==> src/design/i2c_status_defines.svh <==
// Constants for the I2C master status and error flags
// Assumes inclusion by bare name from the package and the design modules
`ifndef I2C_STATUS_DEFINES_SVH
`define I2C_STATUS_DEFINES_SVH

// ------------------------------------------------------------
// Status codes
// ------------------------------------------------------------
`define TXN_IDLE        2'h0
`define TXN_BUSY        2'h1
`define TXN_ERROR       2'h2
`define TXN_DONE        2'h3

// ------------------------------------------------------------
// Widths and flag bit positions in the flag word
// ------------------------------------------------------------
`define STATE_W         2
`define REQ_W           8
`define FLAG_W          9
`define REJECT_BIT      8
`define ADDR_NACK_BIT   7
`define DATA_NACK_BIT   6

// ------------------------------------------------------------
// Reset values
// ------------------------------------------------------------
`define REQ_RESET       8'h00
`define FLAG_RESET      1'h0

`endif

==> src/design/i2c_status_pkg.sv <==
// Types shared by the I2C master status logic
// Assumes the constants header is on the include path
`include "i2c_status_defines.svh"

package i2c_status_pkg;
    typedef logic [`STATE_W-1:0] txn_state_t;
    typedef logic [`REQ_W-1:0]   req_word_t;
    typedef logic [`FLAG_W-1:0]  flag_word_t;
    typedef enum logic {PH_IDLE, PH_ACTIVE} phase_e;
endpackage

==> src/design/w0c_flag.sv <==
// One sticky error flag, cleared by writing 0, writes of 1 ignored
// Assumes a single clock and a synchronous active-low reset
`timescale 1ns/1ps
`include "i2c_status_defines.svh"

module w0c_flag (
    input  wire logic clock,
    input  wire logic resetn,
    input  wire logic set,
    input  wire logic wr,
    input  wire logic wbit,
    output logic      flag
);
    logic flag_q;
    logic flag_d;

    // ------------------------------------------------------------
    // Next value, set wins over clear
    // ------------------------------------------------------------
    always_comb begin
        flag_d = flag_q;
        if (wr && !wbit) begin
            flag_d = 1'b0;
        end
        if (set) begin
            flag_d = 1'b1;
        end
    end

    always_ff @(posedge clock) begin
        if (!resetn) begin
            flag_q <= `FLAG_RESET;
        end else begin
            flag_q <= flag_d;
        end
    end

    assign flag = flag_q;
endmodule

==> src/design/i2c_master_status_flags.sv <==
// Status code, reject flag and acknowledge error flags of an I2C master
// Assumes the transaction engine reports ack slots and end of transaction
`timescale 1ns/1ps
`include "i2c_status_defines.svh"

// Contract
// Two-bit status: 00 idle at reset, 01 busy, 10 error, 11 complete.
// Status returns to 00 on zero writes or new launch; one writes ignored. The code loads 01, not 00, on a new launch.
// Reject flag set by launch, protected write or data read while active.
// Error flags reset to 0, cleared only by writing 0, ones ignored.
// Address-unacked flag set when any slave address byte gets no acknowledge.
// Combined read needs both address acknowledges; either missing flags error.
// Byte-unacked flag set when a transmitted data byte is not acknowledged.
// Request register writes ignored and contents kept while active.
// Load 01 on start; on end load 10 if errors seen, else 11.
module i2c_master_status_flags
    import i2c_status_pkg::*;
(
    input  wire logic                      clock,
    input  wire logic                      resetn,
    input  wire logic                      req_wr,
    input  wire i2c_status_pkg::req_word_t req_wdata,
    input  wire logic                      prot_wr,
    input  wire logic                      rx_byte_rd,
    input  wire logic                      state_wr,
    input  wire i2c_status_pkg::txn_state_t state_wdata,
    input  wire logic                      flag_wr,
    input  wire i2c_status_pkg::flag_word_t flag_wdata,
    input  wire logic                      addr_ack_slot,
    input  wire logic                      addr_acked,
    input  wire logic                      data_ack_slot,
    input  wire logic                      data_acked,
    input  wire logic                      engine_error,
    input  wire logic                      engine_done,
    output logic                           txn_start,
    output logic                           txn_active,
    output i2c_status_pkg::req_word_t      txn_request_reg,
    output i2c_status_pkg::txn_state_t     master_txn_state,
    output logic                           request_rejected_flag,
    output logic                           address_unacked_flag,
    output logic                           byte_unacked_flag
);
    import i2c_status_pkg::*;

    phase_e     phase_q;
    phase_e     phase_d;
    req_word_t  req_q;
    req_word_t  req_d;
    txn_state_t state_q;
    txn_state_t state_d;
    logic       err_q;
    logic       err_d;
    logic       launch;
    logic       finish;
    logic       reject_set;
    logic       addr_nack_set;
    logic       data_nack_set;
    logic       any_error;
    logic       active;

    // ------------------------------------------------------------
    // Missing acknowledge in an ack slot
    // ------------------------------------------------------------
    function automatic logic ack_missed(input logic slot, input logic acked);
        return slot && !acked;
    endfunction

    // ------------------------------------------------------------
    // Event decode
    // ------------------------------------------------------------
    assign active        = (phase_q == PH_ACTIVE);
    assign launch        = req_wr && !active;
    assign finish        = active && engine_done;
    assign reject_set    = active && (req_wr || prot_wr || rx_byte_rd);
    assign addr_nack_set = ack_missed(addr_ack_slot, addr_acked);
    assign data_nack_set = ack_missed(data_ack_slot, data_acked);
    assign any_error     = reject_set || addr_nack_set || data_nack_set || engine_error;

    // ------------------------------------------------------------
    // Transaction phase
    // ------------------------------------------------------------
    always_comb begin
        phase_d = phase_q;
        case (phase_q)
            PH_IDLE: begin
                if (launch) begin
                    phase_d = PH_ACTIVE;
                end
            end
            PH_ACTIVE: begin
                if (engine_done) begin
                    phase_d = PH_IDLE;
                end
            end
            default: begin
                phase_d = PH_IDLE;
            end
        endcase
    end

    always_ff @(posedge clock) begin
        if (!resetn) begin
            phase_q <= PH_IDLE;
        end else begin
            phase_q <= phase_d;
        end
    end

    // ------------------------------------------------------------
    // Request register, kept while a transaction runs
    // ------------------------------------------------------------
    always_comb begin
        req_d = req_q;
        if (launch) begin
            req_d = req_wdata;
        end
    end

    always_ff @(posedge clock) begin
        if (!resetn) begin
            req_q <= `REQ_RESET;
        end else begin
            req_q <= req_d;
        end
    end

    // ------------------------------------------------------------
    // Error memory of the running transaction
    // ------------------------------------------------------------
    always_comb begin
        err_d = err_q;
        if (launch) begin
            err_d = `FLAG_RESET;
        end else if (active && any_error) begin
            err_d = 1'b1;
        end
    end

    always_ff @(posedge clock) begin
        if (!resetn) begin
            err_q <= `FLAG_RESET;
        end else begin
            err_q <= err_d;
        end
    end

    // ------------------------------------------------------------
    // Status code, start and end override a status write
    // ------------------------------------------------------------
    always_comb begin
        state_d = state_q;
        if (state_wr) begin
            state_d = state_q & state_wdata;
        end
        if (launch) begin
            state_d = `TXN_BUSY;
        end else if (finish) begin
            if (err_d) begin
                state_d = `TXN_ERROR;
            end else begin
                state_d = `TXN_DONE;
            end
        end
    end

    always_ff @(posedge clock) begin
        if (!resetn) begin
            state_q <= `TXN_IDLE;
        end else begin
            state_q <= state_d;
        end
    end

    // ------------------------------------------------------------
    // Sticky error flags
    // ------------------------------------------------------------
    w0c_flag u_reject (
        .clock  (clock),
        .resetn (resetn),
        .set    (reject_set),
        .wr     (flag_wr),
        .wbit   (flag_wdata[`REJECT_BIT]),
        .flag   (request_rejected_flag)
    );

    w0c_flag u_addr_nack (
        .clock  (clock),
        .resetn (resetn),
        .set    (addr_nack_set),
        .wr     (flag_wr),
        .wbit   (flag_wdata[`ADDR_NACK_BIT]),
        .flag   (address_unacked_flag)
    );

    w0c_flag u_data_nack (
        .clock  (clock),
        .resetn (resetn),
        .set    (data_nack_set),
        .wr     (flag_wr),
        .wbit   (flag_wdata[`DATA_NACK_BIT]),
        .flag   (byte_unacked_flag)
    );

    // ------------------------------------------------------------
    // Outputs
    // ------------------------------------------------------------
    assign txn_start        = launch;
    assign txn_active       = active;
    assign txn_request_reg  = req_q;
    assign master_txn_state = state_q;
endmodule

==> config.mk <==
export PLATFORM = sky130hd
export DESIGN_NAME = i2c_master_status_flags
export DESIGN_NICKNAME = d
export VERILOG_FILES = /design/src/design/i2c_status_pkg.sv /design/src/design/w0c_flag.sv /design/src/design/i2c_master_status_flags.sv
export VERILOG_INCLUDE_DIRS = /design/src /design/src/design
export SDC_FILE = /design/constraint.sdc
export NUM_CORES = 1
export LEC_CHECK = 0
export ABC_CLOCK_PERIOD_IN_PS = 1100
export BUFFER_PORTS_ARGS = -buffer_cell sky130_fd_sc_hd__buf_2
export CORE_AREA = 10 10 53 55
export DETAILED_ROUTE_END_ITERATION = 16
export DIE_AREA = 0 0 63 65
export PLACE_DENSITY = 0.7
export SETUP_SLACK_MARGIN = 0.15
export SLEW_MARGIN = 20
export SYNTH_ARGS = -nofsm -noshare
export SYNTH_HDL_FRONTEND = slang
export SYNTH_HIERARCHICAL = 1
export SYNTH_SLANG_ARGS = --single-unit
==> constraint.sdc <==
create_clock -name clock -period 1.1 [get_ports clock]
set_input_delay 0.22 -clock clock [delete_from_list [all_inputs] [get_ports clock]]
set_output_delay 0.22 -clock clock [all_outputs]
set_load 0.02 [all_outputs]
==> out/summary.txt <==
status -> complete, but fails checks
failing checks -> setup timing
# diodes -> 0
Buf+Inv Stages, Crit Path -> 2
Leak -> 0.5119 nW
DRT iter0 DRCs -> 7
Critical-path top delay cell -> dfxtp_4
Worst EP arrival -> 0.94 ns
CTS H-tree depth -> 1
Final Slew Violations -> 0
setup ws final -> -0.05566 ns
IO buf count -> 40
post-DR wirelength/cell -> 12.59 um
crit path capture type -> output port
sw frac -> 27.13%
YS warnings -> 6
Net Sw Power -> 336.4 uW
vias in the first global route -> 733
Clock power frac -> 24.5%
sequential area share after synthesis -> 46.60%
share of power burned in registers -> 49.1%
grt total ovfl -> 0
syn_area_per_cell -> 8.950 um^2
number of fill cells -> 175
Slew HR -> 81.00%
Hold WS -> 0.1661 ns
Syn Std Cell Area -> 644.4 um^2
die footprint -> 4095 um^2
Pint -> 903.7 uW
Fmax -> 865.3 MHz
worst-path fanout max -> 2
cts bufs inserted -> 3
register area -> 321.6 um^2
CP Class -> flop to output port
leading cell type in the layout, fill and taps excluded -> buf_2
Core Footprint -> 1862 um^2
first-pass GRT wire length -> 3270 um
area of the multi-input gates -> 340.3 um^2
Max VDD drop -> 0.0006115 V
register bit count reported by yosys -> 15
HP Class -> input port to flop
worst reg2reg path depth -> 5
cell chain of the critical path -> nand2b_4, inv_8, buf_6
via count -> 699
total clock sinks -> 15
Mapped Nets -> 104
Final Routed Wirelength -> 1913 um
# hold bufs at CTS -> 0
startpoint types -> flop
Clk Latency, worst-skew pair -> 0.27 ns
Hold Crit Depth -> 3
number of flip-flops in the largest register -> 8
Die Ht -> 65 um
Synth Instances -> 72
Final ANT Viol Nets -> 0
antenna violations before repair -> 0
CTS tree -> yes
Final setup viols -> 2
Fin Clk Skew -> 0.002549 ns
Critical Path Max Stage Delay -> 0.35 ns
first-pass detailed-route iteration total -> 2
die width -> 63 um
Power Density -> 1114 nW/um^2
most frequent cells in the layout -> buf_2, nand2_1, buf_6, dfxtp_2, buf_4
final period utilization -> 105.1%
Worst-path clk slew -> 0.09 ns
RSZ-0062 raised after global routing -> yes
Total GRT Usage -> 9.517%
Worst EP required -> 0.88 ns
FP Rows -> 16
Final nets -> 158
Final Hold Fails -> 0
pin count of the biggest net entering global routing -> 11
synth top area cells -> dfxtp_1, nand2_1, a21boi_0, nor3b_2, o21ai_0
Logic pwr share -> 26.4%
Worst path depth -> 3
top cell type's share of synthesized area -> 46.60%
post-synth cell types -> 23
Initial Utilization -> 34.61%
DRC -> 0
CTS Buffer Depth -> 2
ratio of cells with drive above 1 in the final layout -> 63.20%
Avg Vias per Cell -> 4.599
CTS Root Cell -> clkbuf_4
IO Pins -> 47
hpwl dp -> 1509 um
Max Cap Viol -> 0
cell taking the most area after synthesis -> dfxtp_1
Slew @ Worst Pin -> 0.2828 ns
Placer Congestion -> 0.7485
P&R area growth vs syn -> 72.82%
setup TNS -> -0.07179 ns
crit path time final -> 1.156 ns
cell family with most CP delay -> flip-flops
==> stage by stage <==
stage	total power [mW]	instance area [um^2]	worst slack (ns)	util, %	instances
floorplan	0.7529	661.9	0.08523	-	72
global placement	0.8634	918.4	0.01431	49.33	142
detailed placement	0.8697	918.4	-0.008623	49.33	142
CTS	1.246	1081	-0.06823	58.06	149
global route	1.331	1114	-0.09960	59.81	152
finish	1.240	1114	-0.05566	59.81	152
==> cell usage after synthesis <==
library cell,count
nand2_1,17
dfxtp_1,15
a21boi_0,6
o21ai_0,5
a21boi_1,3
nor2_1,3
nor2b_1,3
nor3b_2,3
a21oi_1,2
nand2b_1,2
a32oi_1,1
buf_4,1
clkbuf_1,1
inv_6,1
nand4_1,1
nand4b_1,1
nor2b_4,1
nor3_1,1
nor4_1,1
o21a_1,1
o21ai_1,1
or2b_2,1
or4_1,1
==> cell type report <==
cell class | instances | share of cell area [%]
repair buffers | 51 | 34.16
inverters | 1 | 1.011
clock buffers | 4 | 2.360
multi-input cells | 54 | 30.56
well taps | 27 | 3.034
flip-flops and latches | 15 | 28.88
==> power groups by stage <==
stage / combinational (mW) / sequential, mW / clock, mW
detailed placement: 0.258 / 0.612 / 0
finish: 0.328 / 0.609 / 0.303
floorplan: 0.101 / 0.652 / 0
global placement: 0.253 / 0.610 / 0
CTS: 0.317 / 0.609 / 0.320
global route: 0.359 / 0.616 / 0.356
==> routing by layer <==
metal	GRT usage [%]	share of wire, %	up-vias
met5	0	0	-
met4	3.352	0.52	0
met2	14.21	43	34
li1	-	-	357
met1	10.40	41	306
met3	6.701	15	2
==> final timing paths <==
kind / start / to / slack (ns)
max: txn_active$_SDFF_PN0_ / txn_start / -0.06
min reg2reg: txn_request_reg[3]$_SDFFE_PN0P_ / txn_request_reg[3]$_SDFFE_PN0P_ / 0.46
max reg2reg: txn_active$_SDFF_PN0_ / master_txn_state[0]$_SDFFE_PN0P_ / 0.08
min: req_wdata[6] / txn_request_reg[6]$_SDFFE_PN0P_ / 0.17
==> tightest hold or removal path: cells and delay by family <==
kind                   cells  cell delay [ns]
AOI/OAI and AO/OA          1             0.05
and+or+nand+nor            1             0.04
buffers and inverters      1             0.09
==> logic make-up (layout without fill, tap and decap cells) <==
kind of cell	count (synthesis)	in the layout	share of synthesized area [%]
compound gates	19	19	19.22
buf+inv	3	56	3.107
flops	15	15	46.60
simple gates	35	35	31.07
==> repair_timing <==
action	4_1_cts	5_1_grt
buffers inserted	3	3
pin swaps	2	1
setup endpoints to repair	21	26
resized for setup	45	4
Power figures use the tool's default switching activity.
